### config.mk
export PLATFORM = sky130hd
export DESIGN_NAME = bwac_top
export DESIGN_NICKNAME = d
export VERILOG_FILES = /design/src/pkg/bwac_pkg.sv /design/src/design/bwac_top.sv /design/src/design/bwac_wait_seq.sv
export SDC_FILE = /design/constraint.sdc
export NUM_CORES = 1
export LEC_CHECK = 0
export ABC_AREA = 1
export BUFFER_PORTS_ARGS = -buffer_cell sky130_fd_sc_hd__buf_2
export CORE_UTILIZATION = 42
export DETAILED_ROUTE_END_ITERATION = 16
export PLACE_DENSITY = 0.77
export SLEW_MARGIN = 20
export SYNTH_ARGS = -nofsm -noshare
export SYNTH_HDL_FRONTEND = slang
export SYNTH_SLANG_ARGS = --single-unit
### constraint.sdc
create_clock -name clock -period 1.63 [get_ports clock]
set_input_delay 0.326 -clock clock [delete_from_list [all_inputs] [get_ports clock]]
set_output_delay 0.326 -clock clock [all_outputs]
set_load 0.1 [all_outputs]
### src/pkg/bwac_pkg.sv
// Constants and types shared by the bus wait-state and address control block
`default_nettype none
package bwac_pkg;
   // Register indexes; byte address is four times the index
   localparam logic [7:0] IDX_ACCESS_STATE = 8'hED;
   localparam logic [7:0] IDX_WAIT_CTRL = 8'hEE;
   localparam logic [7:0] IDX_WAIT_EN = 8'hEF;
   localparam logic [7:0] IDX_OPMODE = 8'hF1;
   localparam logic [7:0] IDX_UPPER_ADDR = 8'hF3;
   localparam int ADDR_W = 10;
   localparam int DATA_W = 32;

   // Reset values
   localparam logic [7:0] RST_ACCESS_STATE = 8'hFF;
   localparam logic [7:0] RST_WAIT_CTRL = 8'hF3;
   localparam logic [7:0] RST_WAIT_EN = 8'hFF;
   localparam logic [7:0] RST_UPPER_ADDR = 8'hFE;
   localparam logic [2:0] RST_OPMODE = 3'h0;

   // Fixed bits of partly read-only registers
   localparam logic [7:0] WAIT_CTRL_ONES = 8'hF0;
   localparam logic [7:0] OPMODE_FIXED = 8'hC0;
   localparam logic [7:0] UPPER_ADDR_ONES = 8'h1E;

   // Field positions
   localparam int WMS_LSB = 2;
   localparam int WC_LSB = 0;
   localparam int UA_LSB = 5;
   localparam int UA_BIT0 = 0;

   // Wait mode codes
   localparam logic [1:0] WM_PROG = 2'h0;
   localparam logic [1:0] WM_NONE = 2'h1;
   localparam logic [1:0] WM_PIN1 = 2'h2;
   localparam logic [1:0] WM_AUTO = 2'h3;

   // Operating mode codes
   localparam logic [2:0] OPM_1 = 3'h1;
   localparam logic [2:0] OPM_3 = 3'h3;
   localparam logic [2:0] OPM_5 = 3'h5;
   localparam logic [2:0] OPM_6 = 3'h6;
   localparam logic [2:0] OPM_7 = 3'h7;

   // Cycle after reset release at which the synchronised mode pins are latched
   localparam logic [1:0] MODE_CAPTURE_AT = 2'h2;

   // Access cycle lengths in states, minus one
   localparam logic [1:0] BASE2_LEN = 2'h1;
   localparam logic [1:0] BASE3_LEN = 2'h2;

   typedef enum logic [3:0] {
      ST_IDLE = 4'h1,
      ST_BASE = 4'h2,
      ST_WAIT = 4'h4,
      ST_HOLD = 4'h8
   } bwac_seq_t;
endpackage : bwac_pkg
`default_nettype wire

### src/design/bwac_top.sv
// Bus controller wait-state, access-state and upper address control registers
`timescale 1ns/1ps
`default_nettype none
// Notes on behaviour
// - Wait mode 00 programmable, 01 no controller waits, 10 pin wait, 11 auto-wait.
// - Wait count codes 00 to 11 insert zero to three wait states.
// - Count 00 or mode 01 means the controller adds no wait states.
// - Eight area wait enable bits, read/write, reset to one, enable per area.
// - Operating mode field read-only, taken from the three mode pins.
// - Upper address bits 7..5: 0 gives address output, 1 gives general I/O.
// - Upper bits reset 1, writable only in mode 3; bit 0 resets 0, always writable.
// - Access state bit 0 gives two-state area, 1 three-state; all reset to one.
// - Wait control resets mode 00, count 11, upper four bits read one.
module bwac_top #(
   parameter int AREAS = 8
) (
   // Clock and reset
   input wire logic clock,
   input wire logic nrst,
   // Avalon-MM register slave
   input wire logic [bwac_pkg::ADDR_W-1:0] avs_address,
   input wire logic avs_read,
   input wire logic avs_write,
   input wire logic [bwac_pkg::DATA_W-1:0] avs_writedata,
   input wire logic [3:0] avs_byteenable,
   output logic [bwac_pkg::DATA_W-1:0] avs_readdata,
   output logic avs_waitrequest,
   // Mode pins
   input wire logic [2:0] mode_pin,
   // External access cycle
   input wire logic acc_start,
   input wire logic [2:0] acc_area,
   input wire logic wait_pin_n,
   output logic acc_busy,
   output logic acc_wait,
   output logic acc_end,
   output logic acc_three_state,
   // Upper address pin function, 1 drives address
   output logic addr23_out_enable,
   output logic addr22_out_enable,
   output logic addr21_out_enable,
   output logic [2:0] opmode
);
   generate
      if (AREAS != 8) begin : g_bad_areas
         $error("bwac_top: AREAS must be 8");
      end
   endgenerate

   function automatic logic hit(input logic [bwac_pkg::ADDR_W-1:0] addr,
                                input logic [7:0] idx);
      hit = (addr == {idx, 2'h0});
   endfunction : hit

   // Pin synchronisers; first stage feeds only the second
   logic [2:0] mode_s1_ff, mode_s2_ff;
   logic wait_s1_ff, wait_s2_ff;
   genvar gi;
   generate
      for (gi = 0; gi < 3; gi++) begin : g_mode_sync
         always_ff @(posedge clock or negedge nrst) begin
            if (!nrst) begin
               mode_s1_ff[gi] <= 1'b0;
               mode_s2_ff[gi] <= 1'b0;
            end else begin
               mode_s1_ff[gi] <= mode_pin[gi];
               mode_s2_ff[gi] <= mode_s1_ff[gi];
            end
         end
      end
   endgenerate

   always_ff @(posedge clock or negedge nrst) begin
      if (!nrst) begin
         wait_s1_ff <= 1'b1;
         wait_s2_ff <= 1'b1;
      end else begin
         wait_s1_ff <= wait_pin_n;
         wait_s2_ff <= wait_s1_ff;
      end
   end

   // Mode straps are latched once after release, then held
   logic [1:0] cap_cnt_ff, nxt_cap_cnt;
   logic [2:0] mode_ff, nxt_mode;

   always_comb begin
      nxt_cap_cnt = cap_cnt_ff;
      nxt_mode = mode_ff;
      if (cap_cnt_ff != 2'h3) begin
         nxt_cap_cnt = cap_cnt_ff + 2'h1;
      end
      if (cap_cnt_ff == bwac_pkg::MODE_CAPTURE_AT) begin
         nxt_mode = mode_s2_ff;
      end
   end

   always_ff @(posedge clock or negedge nrst) begin
      if (!nrst) begin
         cap_cnt_ff <= 2'h0;
         mode_ff <= bwac_pkg::RST_OPMODE;
      end else begin
         cap_cnt_ff <= nxt_cap_cnt;
         mode_ff <= nxt_mode;
      end
   end

   // Register bus: one wait cycle per access
   logic ack_ff, nxt_ack;
   logic [7:0] rdata_ff, nxt_rdata;
   logic [7:0] ast_ff, nxt_ast;
   logic [3:0] wctl_ff, nxt_wctl;
   logic [7:0] wen_ff, nxt_wen;
   logic [2:0] ua_ff, nxt_ua;
   logic ua0_ff, nxt_ua0;
   logic req, wr_take;
   logic [7:0] wd;
   logic [7:0] rd_val;

   assign req = avs_read || avs_write;
   assign wr_take = avs_write && ack_ff && avs_byteenable[0];
   assign wd = avs_writedata[7:0];

   always_comb begin
      rd_val = 8'h00;
      if (hit(avs_address, bwac_pkg::IDX_ACCESS_STATE)) begin
         rd_val = ast_ff;
      end else if (hit(avs_address, bwac_pkg::IDX_WAIT_CTRL)) begin
         rd_val = bwac_pkg::WAIT_CTRL_ONES | {4'h0, wctl_ff};
      end else if (hit(avs_address, bwac_pkg::IDX_WAIT_EN)) begin
         rd_val = wen_ff;
      end else if (hit(avs_address, bwac_pkg::IDX_OPMODE)) begin
         rd_val = bwac_pkg::OPMODE_FIXED | {5'h00, mode_ff};
      end else if (hit(avs_address, bwac_pkg::IDX_UPPER_ADDR)) begin
         rd_val = bwac_pkg::UPPER_ADDR_ONES | {ua_ff, 4'h0, ua0_ff};
      end
   end

   always_comb begin
      nxt_ack = req && !ack_ff;
      nxt_rdata = rdata_ff;
      nxt_ast = ast_ff;
      nxt_wctl = wctl_ff;
      nxt_wen = wen_ff;
      nxt_ua = ua_ff;
      nxt_ua0 = ua0_ff;
      if (avs_read && !ack_ff) begin
         nxt_rdata = rd_val;
      end
      if (wr_take) begin
         if (hit(avs_address, bwac_pkg::IDX_ACCESS_STATE)) begin
            nxt_ast = wd;
         end
         if (hit(avs_address, bwac_pkg::IDX_WAIT_CTRL)) begin
            nxt_wctl = wd[3:0];
         end
         if (hit(avs_address, bwac_pkg::IDX_WAIT_EN)) begin
            nxt_wen = wd;
         end
         if (hit(avs_address, bwac_pkg::IDX_UPPER_ADDR)) begin
            nxt_ua0 = wd[bwac_pkg::UA_BIT0];
            if (mode_ff == bwac_pkg::OPM_3) begin
               nxt_ua = wd[bwac_pkg::UA_LSB +: 3];
            end
         end
      end
   end

   always_ff @(posedge clock or negedge nrst) begin
      if (!nrst) begin
         ack_ff <= 1'b0;
         rdata_ff <= 8'h00;
         ast_ff <= bwac_pkg::RST_ACCESS_STATE;
         wctl_ff <= bwac_pkg::RST_WAIT_CTRL[3:0];
         wen_ff <= bwac_pkg::RST_WAIT_EN;
         ua_ff <= bwac_pkg::RST_UPPER_ADDR[bwac_pkg::UA_LSB +: 3];
         ua0_ff <= bwac_pkg::RST_UPPER_ADDR[bwac_pkg::UA_BIT0];
      end else begin
         ack_ff <= nxt_ack;
         rdata_ff <= nxt_rdata;
         ast_ff <= nxt_ast;
         wctl_ff <= nxt_wctl;
         wen_ff <= nxt_wen;
         ua_ff <= nxt_ua;
         ua0_ff <= nxt_ua0;
      end
   end

   assign avs_waitrequest = req && !ack_ff;
   assign avs_readdata = {24'h000000, rdata_ff};

   // Wait-state selection for a new access cycle
   logic [1:0] wmode, wcount;
   logic area_en, area_3st, pin_low;
   logic [1:0] wait_num;
   logic pin_ext;

   assign wmode = wctl_ff[bwac_pkg::WMS_LSB +: 2];
   assign wcount = wctl_ff[bwac_pkg::WC_LSB +: 2];
   assign area_en = wen_ff[acc_area];
   assign area_3st = ast_ff[acc_area];
   assign pin_low = !wait_s2_ff;

   always_comb begin
      wait_num = 2'h0;
      pin_ext = 1'b0;
      if (!area_en) begin
         pin_ext = 1'b1;
      end else begin
         case (wmode)
            bwac_pkg::WM_PROG: begin
               wait_num = wcount;
            end
            bwac_pkg::WM_NONE: begin
               wait_num = 2'h0;
            end
            bwac_pkg::WM_PIN1: begin
               wait_num = wcount;
               pin_ext = 1'b1;
            end
            bwac_pkg::WM_AUTO: begin
               // Auto-wait inserts the count only when the pin asks at cycle start
               wait_num = pin_low ? wcount : 2'h0;
            end
            default: begin
               wait_num = 2'h0;
            end
         endcase
      end
   end

   bwac_wait_seq u_seq (
      .clock(clock),
      .nrst(nrst),
      .start(acc_start),
      .three_state(area_3st),
      .wait_num(wait_num),
      .pin_ext(pin_ext),
      .pin_low(pin_low),
      .busy(acc_busy),
      .wait_state(acc_wait),
      .cycle_end(acc_end)
   );

   // Pin function outputs
   assign acc_three_state = area_3st;
   assign addr23_out_enable = !ua_ff[2];
   assign addr22_out_enable = !ua_ff[1];
   assign addr21_out_enable = !ua_ff[0];
   assign opmode = mode_ff;
endmodule : bwac_top
`default_nettype wire

### src/design/bwac_wait_seq.sv
// Access cycle sequencer: base states, inserted waits, pin-held waits
`timescale 1ns/1ps
`default_nettype none
module bwac_wait_seq (
   // Clock and reset
   input wire logic clock,
   input wire logic nrst,
   // Cycle request and area settings, sampled only while idle; pin level sampled during the cycle
   input wire logic start,
   input wire logic three_state,
   input wire logic [1:0] wait_num,
   input wire logic pin_ext,
   input wire logic pin_low,
   // Cycle status
   output logic busy,
   output logic wait_state,
   output logic cycle_end
);
   bwac_pkg::bwac_seq_t state_ff, nxt_state;
   logic [1:0] cnt_ff, nxt_cnt;
   logic [1:0] wn_ff, nxt_wn;
   logic ext_ff, nxt_ext;
   logic end_ff, nxt_end;

   always_comb begin
      nxt_state = state_ff;
      nxt_cnt = cnt_ff;
      nxt_wn = wn_ff;
      nxt_ext = ext_ff;
      nxt_end = 1'b0;
      case (state_ff)
         bwac_pkg::ST_IDLE: begin
            if (start) begin
               nxt_cnt = three_state ? bwac_pkg::BASE3_LEN : bwac_pkg::BASE2_LEN;
               nxt_wn = wait_num;
               nxt_ext = pin_ext;
               nxt_state = bwac_pkg::ST_BASE;
            end
         end
         bwac_pkg::ST_BASE: begin
            if (cnt_ff != 2'h0) begin
               nxt_cnt = cnt_ff - 2'h1;
            end else if (wn_ff != 2'h0) begin
               nxt_cnt = wn_ff - 2'h1;
               nxt_state = bwac_pkg::ST_WAIT;
            end else if (ext_ff && pin_low) begin
               nxt_state = bwac_pkg::ST_HOLD;
            end else begin
               nxt_end = 1'b1;
               nxt_state = bwac_pkg::ST_IDLE;
            end
         end
         bwac_pkg::ST_WAIT: begin
            if (cnt_ff != 2'h0) begin
               nxt_cnt = cnt_ff - 2'h1;
            end else if (ext_ff && pin_low) begin
               nxt_state = bwac_pkg::ST_HOLD;
            end else begin
               nxt_end = 1'b1;
               nxt_state = bwac_pkg::ST_IDLE;
            end
         end
         bwac_pkg::ST_HOLD: begin
            if (!pin_low) begin
               nxt_end = 1'b1;
               nxt_state = bwac_pkg::ST_IDLE;
            end
         end
         default: begin
            nxt_state = bwac_pkg::ST_IDLE;
         end
      endcase
   end

   always_ff @(posedge clock or negedge nrst) begin
      if (!nrst) begin
         state_ff <= bwac_pkg::ST_IDLE;
         cnt_ff <= 2'h0;
         wn_ff <= 2'h0;
         ext_ff <= 1'b0;
         end_ff <= 1'b0;
      end else begin
         state_ff <= nxt_state;
         cnt_ff <= nxt_cnt;
         wn_ff <= nxt_wn;
         ext_ff <= nxt_ext;
         end_ff <= nxt_end;
      end
   end

   assign busy = (state_ff != bwac_pkg::ST_IDLE);
   assign wait_state = (state_ff == bwac_pkg::ST_WAIT) || (state_ff == bwac_pkg::ST_HOLD);
   assign cycle_end = end_ff;
endmodule : bwac_wait_seq
`default_nettype wire

# Word-level counts from Yosys, hierarchy flattened
# Index checks and enable logic that the tools add are counted.
# W data, S select, Z words.
[word_totals] regBits=56 output_inout_bits=43 wordCells=106
[op_classes] n_mux=33 order_cmp=1 reduce_logical=25 eq_ne=22 n_addsub=3
[op_table] cell="$eq A10 B10 Y1 const B" n=5
[op_table] cell="$mux W8" n=5
[op_table] cell="$mux W4" n=6
[op_table] cell="$pmux W4 S4" n=1
[op_table] cell="$mux W2" n=7
[op_table] cell="$pmux W2 S3" n=2
[op_table] cell="$ne A2 B2 Y1 const B" n=5
[op_table] cell="$reduce_and A2 Y1" n=5
[op_table] cell="$mux W1" n=9
[op_table] cell="$reduce_and A4 Y1" n=2
[op_table] cell="$bmux W1 S3" n=2
[op_table] cell="$eq A2 B2 Y1 const B" n=3
[op_table] cell="$logic_and A1 B1 Y1" n=5
[op_table] cell="$logic_not A1 Y1" n=5
[op_table] cell="$eq A4 B1 Y1 const B" n=1
[op_table] cell="$eq A4 B2 Y1 const B" n=1
[op_table] cell="$eq A4 B3 Y1 const B" n=1
[op_table] cell="$eq A4 B4 Y1 const B" n=1
[op_table] cell="$lt A3 B4 Y1 const B" n=1
[op_table] cell="$ne A4 B1 Y1 const B" n=1
[op_table] cell="$reduce_bool A2 Y1" n=2
[op_table] cell="$sub A2 B1 Y2 const B" n=2
[op_table] cell="$eq A3 B2 Y1 const B" n=1
[op_table] cell="$ne A3 B1 Y1 const B" n=1
[op_table] cell="9 further kinds" n=10

# Longest topological paths before layout
# Gate-level depths: netlist of the first run.
[depth] depth_word=6 mapped_depth=9

# Hierarchy
# A second synthesis of the first run with hierarchy kept.
[hier_totals] hier_cells=388 area_unflattened_um2=3195.6
[by_module_without_submodules] module="bwac_top" seq_area_each_um2=1179.9 cells_per_inst=288 n_inst=1 area_per_inst_um2=2478.6
[by_module_without_submodules] module="bwac_wait_seq" seq_area_each_um2=251.5 cells_per_inst=100 n_inst=1 area_per_inst_um2=716.9

# Worst setup path before layout of the first run
# No wires, ideal clock.
[synth_timing] kind="register to output" startpoint="reg ack_ff" endpoint="out avs_waitrequest" slack_ps=-376 stages_incl_launch_ff=2 path_buffers=0 t_arrival_ps=1680 path_cell_list="dfrtp_1 nor2_1"
[synth_between] elab_chain_cells=2
[synth_rtl] item="from (decl)" line="bwac_top.sv:109" text="logic ack_ff, nxt_ack;"
[synth_rtl] item="from (signal assigned)" line="bwac_top.sv:179" text="ack_ff <= nxt_ack;"
[synth_rtl] item="$logic_not A1 Y1" line="bwac_top.sv:189" text="assign avs_waitrequest = req && !ack_ff;"
[synth_rtl] item="$logic_and A1 B1 Y1" line="bwac_top.sv:189"
[synth_rtl] item="to (decl)" line="bwac_top.sv:27" text="output logic avs_waitrequest,"
# No other way between the ends.

# Worst setup path after layout of the first run
[layout_timing] startpoint="reg ast_ff[7]" endpoint="out acc_three_state"
[layout_between] elab_chain_cells=2
[layout_rtl] item="from (decl)" line="bwac_top.sv:111" text="logic [7:0] ast_ff, nxt_ast;"
[layout_rtl] item="from (signal assigned)" line="bwac_top.sv:173" text="ast_ff <= bwac_pkg::RST_ACCESS_STATE;"
[layout_rtl] item="from (signal assigned)" line="bwac_top.sv:181" text="ast_ff <= nxt_ast;"
[layout_rtl] item="$bmux W1 S3" line="bwac_top.sv:201" text="assign area_3st = ast_ff[acc_area];"
[layout_rtl] item="$mux W1 (implied by the code)" line="bwac_top.sv:201"
[layout_rtl] item="to (decl)" line="bwac_top.sv:37" text="output logic acc_three_state,"
# No other way between the ends. The select of a mux whose other input is x is not followed.

==> results of run 1 <==
worst max-delay path: cells and delay by family, from the launching register on:
kind	cells	cell delay, ns
flip-flops	1	0.56
buffers and inverters	3	0.30
AND/OR/NAND/NOR	3	0.29
AO/OA/AOI/OAI	1	0.08
placed cells by master (no fill, tap or decap):
cell type	n
nand2_1	87
inv_1	45
buf_2	45
dfrtp_1	30
o21ai_0	29
nor2_1	28
nand3_1	28
buf_4	25
conb_1	24
dfstp_2	24
a21oi_1	13
o21ai_2	8
inv_2	7
nand2_2	6
nor2_2	6
clkbuf_8	6
nor2_4	5
buf_12	5
nand4_1	4
o211ai_1	4
o22ai_1	4
ha_1	4
o21ai_1	3
nor3_4	2
nand2_4	2
or2_0	2
dfrtp_2	2
nand3_4	1
nand3_2	1
o22ai_2	1
clkinvlp_4	1
nor4_1	1
nor3_1	1
xnor2_1	1
o21a_1	1
clkbuf_1	1
clkinv_4	1
layer usage:
layer  wire length, µm  part of all wire [%]  global-route usage (%)
met5                 0                     0                       0
met4               110                   1.7                   6.557
met2              3320                    50                   34.50
met1              2828                    43                   23.13
met3               358                   5.4                   3.981
what timing repair did:
item | CTS | global route
pin swaps | 3 | 1
setup buffers | 10 | 5
resized for setup | 10 | 12
endpoints found under the setup margin | 3 | 6
logic make-up (layout without fill, tap and decap cells):
logic type | Yosys count | count (layout) | share of synthesized area (%)
flops | 56 | 56 | 46.96
xor+xnor | 1 | 1 | 0.2874
compound gates | 63 | 63 | 11.95
buf+inv | 80 | 136 | 13.34
fa+ha+maj | 4 | 4 | 1.642
other cells | 1 | 24 | 0.1230
simple gates | 174 | 174 | 25.70
final cells by class:
| cell class | count | area, µm² | share of cell area (%) |
|---|---|---|---|
| multi-input cells | 266 | 1354 | 36.41 |
| flip-flops and latches | 56 | 1434 | 38.56 |
| well taps | 96 | 120.1 | 3.230 |
| clock buffers | 7 | 86.33 | 2.322 |
| clock inverters | 1 | 8.758 | 0.2355 |
| inverters | 53 | 202.7 | 5.451 |
| repair buffers | 75 | 513.0 | 13.80 |
sequential cells by signal, summed over array words and instances, names as in the netlist, 2 cells and up:
register	cells
u_seq.wn_ff	2
cap_cnt_ff	2
u_seq.cnt_ff	2
mode_s1_ff	3
ast_ff	8
u_seq.state_ff	4
rdata_ff	8
wctl_ff	4
opmode	3
ua_ff	3
wen_ff	8
mode_s2_ff	3
metrics by stage:
stage,setup WS (ns),total power [mW]
after floorplan,0.02242,2.745
after global placement,0.03392,2.965
after detailed placement,0.001353,3.007
after CTS,-0.2279,3.885
after global routing,-0.3528,4.244
final,-0.2239,4.030
power by group through the flow:
stage          sequential (mW)  combinational, mW  clock [mW]
6_report                  1.62               1.61       0.804
4_1_cts                   1.61               1.45       0.827
2_1_floorplan             1.78              0.960           0
3_5_place_dp              1.63               1.37           0
5_1_grt                   1.63               1.73       0.885
3_3_place_gp              1.62               1.34           0
worst min-delay path by stage:
stage / start / to / slack, ns / depth (start not counted)
3_5_place_dp: mode_s1_ff[0] / mode_s2_ff[0] / 0.34 / 0
6_report: nrst / u_seq.state_ff[2] / -0.007 / 2
3_3_place_gp: mode_s1_ff[1] / mode_s2_ff[1] / 0.33 / 0
4_1_cts: nrst / u_seq.state_ff[2] / 0.006 / 2
5_1_grt: nrst / u_seq.cycle_end / 0.006 / 2
2_1_floorplan: nrst / ack_ff / 0.03 / 0
==> impl_summary.md, run 1 <==
Run status
The run finished, with violations left. The checks that failed: negative hold slack, negative setup slack.

Timing
Setup repair after global routing could not meet its margin everywhere. The max-slew violation count is 0. The peak clock frequency supported by timing is 539.4 MHz. The worst hold margin is -0.007463 ns. The setup TNS after final layout is -0.2919 ns. The number of endpoints failing setup at the final stage is 2. After layout, the worst path uses 113.7% of the clock period. For the final database, setup skew stands at 0.009434 ns. The count of endpoints failing hold in the final timing report is 4. Counting I/O delays and the setup requirement, the final critical path takes 1.854 ns. Setup slack on the critical path of the routed design comes to -0.2239 ns.

Floorplan
After floorplanning, the core was sized to cover 0.006907 mm². During I/O placement, the number of pins put on the boundary was around 100. Once the floorplan was initialized, standard cells occupied 44.13% of the core. The area of the die is 0.007601 mm². The floorplan step set the die height to 87.19 µm. The row count is 30.

The horizontal die dimension is 87.19 µm.

Global routing
Global routing finished with a remaining overflow of 0. Entering global routing, the biggest net connects 57 pins. The initial antenna violation count is 0. The number of global-route vias before repair came to 2583. The first global-routing pass estimated 11.33 mm of wire. Across every metal layer, demand over resource in global routing totals about a fifth.

Synth
In this run the cell area of the synthesized design comes to 0.003048 mm². The most used flip-flop cell after synthesis is dfrtp_1. The library cell with the highest instance count after synthesis is nand2_1. In this run, synthesis produced a sequential element count of 56. After synthesis, the most frequently instantiated cells are nand2_1, inv_1, dfrtp_1. Synthesis handed over a netlist of 379 instances. The area share of the leading cell type in the synthesized netlist is 26.27%. Ranked by total cell area, the synthesized netlist is headed by dfrtp_1, dfstp_2, nand2_1, inv_1, buf_4.

The share of async-settable or async-resettable flops after synthesis is 100.0%. The number of warnings issued by yosys is 0. The post-synthesis area per instance is 8.042 µm². The dominant cell type by area after synthesis is dfrtp_1. The portion of the post-synthesis area used by sequential elements is a little under half.

The synthesized netlist contains 29 unique library cells. The count of flip-flops with a built-in enable after synthesis is 0.

Route
The count of nets left with antenna violations once routing finished came out at 0. The via count is 2626. After detailed routing, the average wire length per cell comes to 11.95 µm. The first TritonRoute pass finished after 4 iterations. The number of vias per cell after detailed routing is 4.740. The total detailed-routing wirelength is 6.618 mm. In the routed design, unresolved DRC markers number 0. The detailed router finished its first iteration with 163 violations.

Power
The share of power burned in combinational logic is approximately two fifths. The areal power density over the cells is 1084 mW/mm². Summed over all nets, the switching power comes to 1.687 mW. The switching share of total power is a little over two fifths.

The peak ir drop on the vdd network is 0.6336 mV. The total internal power is approximately 2.3 mW. The standby leakage power is 1.879 nW. Per report_power, the clock group accounts for 19.9% of the total. Sequential cells account for 40.1% of the total power.

Finish
The count of placed standard cells in the final layout, fillers left out is 554. The post-layout instance area is 0.003719 mm². For this run, the post-layout net count is slightly above 500. At the end of the flow the core is filled with cells to 53.84%. The number of antenna diodes in the final layout is 0. Relative to the synthesized area, the layout overhead comes to 22.00%. The filler cells instantiated in the layout total 663. Cells with a size suffix above 1 make up 32.31% of the layout.

Clock tree
The number of clock buffers added by TritonCTS is 5. The clock insertion delay at the later pin of the skew report is 0.31 ns. The tree is rooted in a clkbuf_8. After clock tree synthesis, the clock-pin slew on the worst setup and hold paths is 0.10 ns. The TritonCTS clock tree is yes. The number of buffers on the longest clock path is 2. Buffers inserted to repair hold after CTS numbered 0. The clock tree synthesis step divided the H-tree into 2 levels.

The tree built by TritonCTS fans out to 56 sinks.

Setup path
The critical path endpoint is acc_three_state. The delay contributed by the slowest stage of the critical path is 0.56 ns. The end of the worst register-to-register path is u_seq.cycle_end.

For this design, the slowest cell found on the critical path is dfstp_2. The worst register-to-register path has a depth of 9. The setup path with the least slack is of type register to output port. The signal on the critical path passes through inv_2 -> nand2_1 -> o211ai_1 -> nand3_1 -> nand2_2 -> clkinvlp_4 -> buf_12. STA classifies the critical path startpoint as a register. The slack of the worst reg-to-reg path is roughly 0.03 ns. The endpoint required time on the critical path is 1.30 ns. The reg-to-reg critical path startpoint is u_seq.state_ff[3].

STA classifies the critical path endpoint as an output port. The launch point of the critical path is ast_ff[7]. Data arrives at the worst endpoint at 1.53 ns. The top fanout value on the critical path is 2.

Placement
The number of buffers added on ports is 49. Once detailed placement completed, the half-perimeter wirelength came to 4.924 mm. In this run, placement finished with an instance count of 531. In this run the cell area measured after placement is ~0.0034 mm². At the end of routability-driven placement, the weighted congestion stood at 0.9238.

Job
Max-cap violations in this run came to 0.

Hold path
The worst hold path belongs to the class input port to asynchronous set/reset pin.
Power figures use the tool's default switching activity.
==> run 2, diff against run 1 <==
--- a/config.mk
+++ b/config.mk
@@ -10,6 +10,7 @@
 export CORE_UTILIZATION = 42
 export DETAILED_ROUTE_END_ITERATION = 16
 export PLACE_DENSITY = 0.77
+export RECOVER_POWER = 25
 export SLEW_MARGIN = 20
 export SYNTH_ARGS = -nofsm -noshare
 export SYNTH_HDL_FRONTEND = slang
==> run 2 against run 1 <==
  * The flow finishes with violations (negative setup slack)
  * Wire length down 0.17%
  * Core utilization down 0.22 points
  * Total power about the same
  * First-iteration DRC count down 1.8%
  * Via count about the same
  * Flip-flop and latch count unchanged
  * Non-clock buffer count unchanged
  * Hold slack better by 0.10 ns
==> impl_summary.md, run 2 (synthesis gave the netlist of run 1 again) <==
Timing
The peak clock frequency supported by timing is 539.5 MHz (about the same). The measured slew at the worst slew-check pin is 1.316 ns. The worst pin sits at a relative slew slack of 12.25%. The number of endpoints failing setup at the final stage is 2 (unchanged). The worst setup margin is -0.2234 ns (+0.0005270 ns). The count of endpoints failing hold in the final timing report came to 0 (-4). The final period utilization is 113.7% (about the same).

The worst hold margin is 0.09680 ns (+0.1043 ns). The max-slew violation count was 0 (unchanged). The worst-case clock skew is 0.01030 ns (+0.0008682 ns). Setup repair after global routing could not meet its margin everywhere.

The clock period minus final worst setup slack is 1.853 ns (-0.0005270 ns). The setup TNS after final layout is -0.2885 ns (+0.003316 ns).

Power
The net switching power was 1.687 mW (about the same). The standby leakage power came to 1.874 nW (-0.28%). The switching share of total power is 41.90% (+0.051 points).

The areal power density over the cells came to 1087 mW/mm² (+0.31%). The peak ir drop on the vdd network came to 0.6341 mV (about the same). The sequential share of power came to 40.2% (about the same). The part of the total power dissipated in the clock network is 20.0% (about the same). The share of power burned in combinational logic is 39.8% (about the same). The total internal power is 2.339 mW (-0.19%).

Global routing
The global-route wire length before repair came to 11.33 mm (unchanged). The total global-route track usage is 19.31% (unchanged). The initial antenna violation count is 0 (unchanged). The total congestion overflow after global routing is 0 (unchanged). The number of global-route vias before repair is 2583 (unchanged). The pin count of the biggest net entering global routing is 57 (unchanged).

Setup path
The top fanout value on the critical path is 2 (unchanged). The launch point of the critical path is ast_ff[7]. The critical path is of the register to output port type.

The startpoint identified for the worst register-to-register timing path is u_seq.state_ff[3]. The worst setup path is launched from a register. The data arrival time at the worst-slack endpoint was 1.53 ns (about the same). The worst setup path is captured at an output port.

The endpoint required time on the critical path came to 1.30 ns (about the same).

Clock tree
The total number of clock tree sinks is 56 (unchanged). The TritonCTS clock tree is yes. The number of hold buffers added after CTS is 0 (unchanged). The CTS H-tree depth is 2 (unchanged). The number of buffers on the longest clock path is 2 (unchanged).

The total CTS buffers is 5 (unchanged). The tree is rooted in a clkbuf_8. The clock insertion delay at the later pin of the skew report is 0.31 ns (about the same). The clock-pin transition on the worst setup and hold timing paths is 0.10 ns (about the same).

Route
The routed wirelength normalized by instance count came to 11.93 µm (-0.17%). The total detailed-routing wirelength came to 6.607 mm (-0.17%). The iteration-0 DRC count of the detailed router is 160 (-1.8%).

The count of TritonRoute iterations in the first routing pass was 4 (unchanged). The number of vias per cell after detailed routing is 4.736 (about the same). The residual antenna-violating net count after detailed routing was 0 (unchanged).

The via count is 2624 (-0.076%). The residual DRC count is 0 (unchanged).

Finish
In the final layout, the registers with the most flip-flops are ast_ff: 8 flops, rdata_ff: 8 flops, wen_ff: 8 flops. The most common cell after layout, fill and taps aside is nand2_1. The share of final-layout standard cells stronger than drive strength 1 is 32.31% (unchanged). The top cell types in the final layout, fill and taps aside, are nand2_1, inv_1, buf_2. Relative to the synthesized area, the layout overhead comes to 21.51%. The antenna cell count is 0 (unchanged). The final net count is 519 (unchanged).

Floorplan
The I/O pin count is 101 (unchanged). The starting density of the core is 44.13% (unchanged). The die boundary height is 87.19 µm (unchanged).

The area of the die is 0.007601 mm² (unchanged). The core area is 0.006907 mm² (unchanged). The horizontal die dimension is 87.19 µm (unchanged).

The row count was 30 (unchanged).

Placement
The routability-driven placement congestion ratio is 0.9238 (unchanged). The number of buffers added on ports is 49 (unchanged). The post-DP HPWL is 4.924 mm (unchanged).

Run status
The flow ran to the end, but the final reports show violations. The final reports fail on negative setup slack.

Hold path
The tightest min-delay check is of the input port to register type. The startpoint of the worst hold path is wait_pin_n.

Job
The total of max-cap violations is 0 (unchanged).
[run 2: cell types whose count changed in the layout (fill, tap and decap cells not counted), sizes merged]
cell    previous run  this run
clkbuf             7         8
buf               75        74
[run 2: repair_timing]
| item | CTS | global route |
|---|---|---|
| setup buffers | 10 | 5 |
| gates resized for setup | 10 | 12 |
| endpoints found under the setup margin | 3 | 6 |
| pin swaps | 3 | 1 |
[run 2: worst max-delay path: stages (launching register included)]
cell	delay (ns)
dfstp_2	0.55
inv_2	0.05
nand2_1	0.05
o211ai_1	0.08
nand3_1	0.15
nand2_2	0.09
clkinvlp_4	0.09
buf_12	0.16
[run 2: power groups by stage]
stage | Combinational, mW | Clock [mW] | Sequential, mW
3_3_place_gp | 1.34 | 0 | 1.62
3_5_place_dp | 1.37 | 0 | 1.63
6_report | 1.60 | 0.805 | 1.62
2_1_floorplan | 0.960 | 0 | 1.78
5_1_grt | 1.72 | 0.885 | 1.63
4_1_cts | 1.45 | 0.827 | 1.61
[run 2: path summary, 6_finish.rpt]
kind,cells after the start,to,slack [ns]
setup / recovery,7,acc_three_state,-0.22
setup reg to reg,9,u_seq.cycle_end,0.04
min in group asynchronous,2,u_seq.state_ff[2],0.38
hold / removal,1,wait_s1_ff,0.1
hold reg to reg,0,mode_s2_ff[0],0.36
max in group asynchronous,2,opmode[0],0.38
[run 2: per-layer routing]
layer  vias to the layer above  global-route usage (%)  routed length, µm
met5                         -                       0                  0
met3                        12                   3.981                336
met1                      1215                   23.13               2835
li1                       1314                       -                  -
met4                         0                   6.557                110
met2                        83                   34.50               3324
[run 2: area by class of cell]
type / count / area [µm²]
Fill cell: 665 / 3203
Sequential cell: 56 / 1434
Multi-Input combinational cell: 266 / 1354
Timing Repair Buffer: 75 / 498.0
Inverter: 53 / 202.7
Tap cell: 96 / 120.1
Clock buffer: 7 / 86.33
Clock inverter: 1 / 8.758
[run 2: through the flow]
step	cell area, µm²	setup WS (ns)	util, %	cells	total power [mW]
finish	3704	-0.2234	53.62	554	4.026
global placement	3448	0.03392	49.93	531	2.965
global route	3704	-0.3528	53.62	554	4.239
CTS	3638	-0.2279	52.68	549	3.885
detailed placement	3448	0.001353	49.93	531	3.007
floorplan	3151	0.02242	-	402	2.745
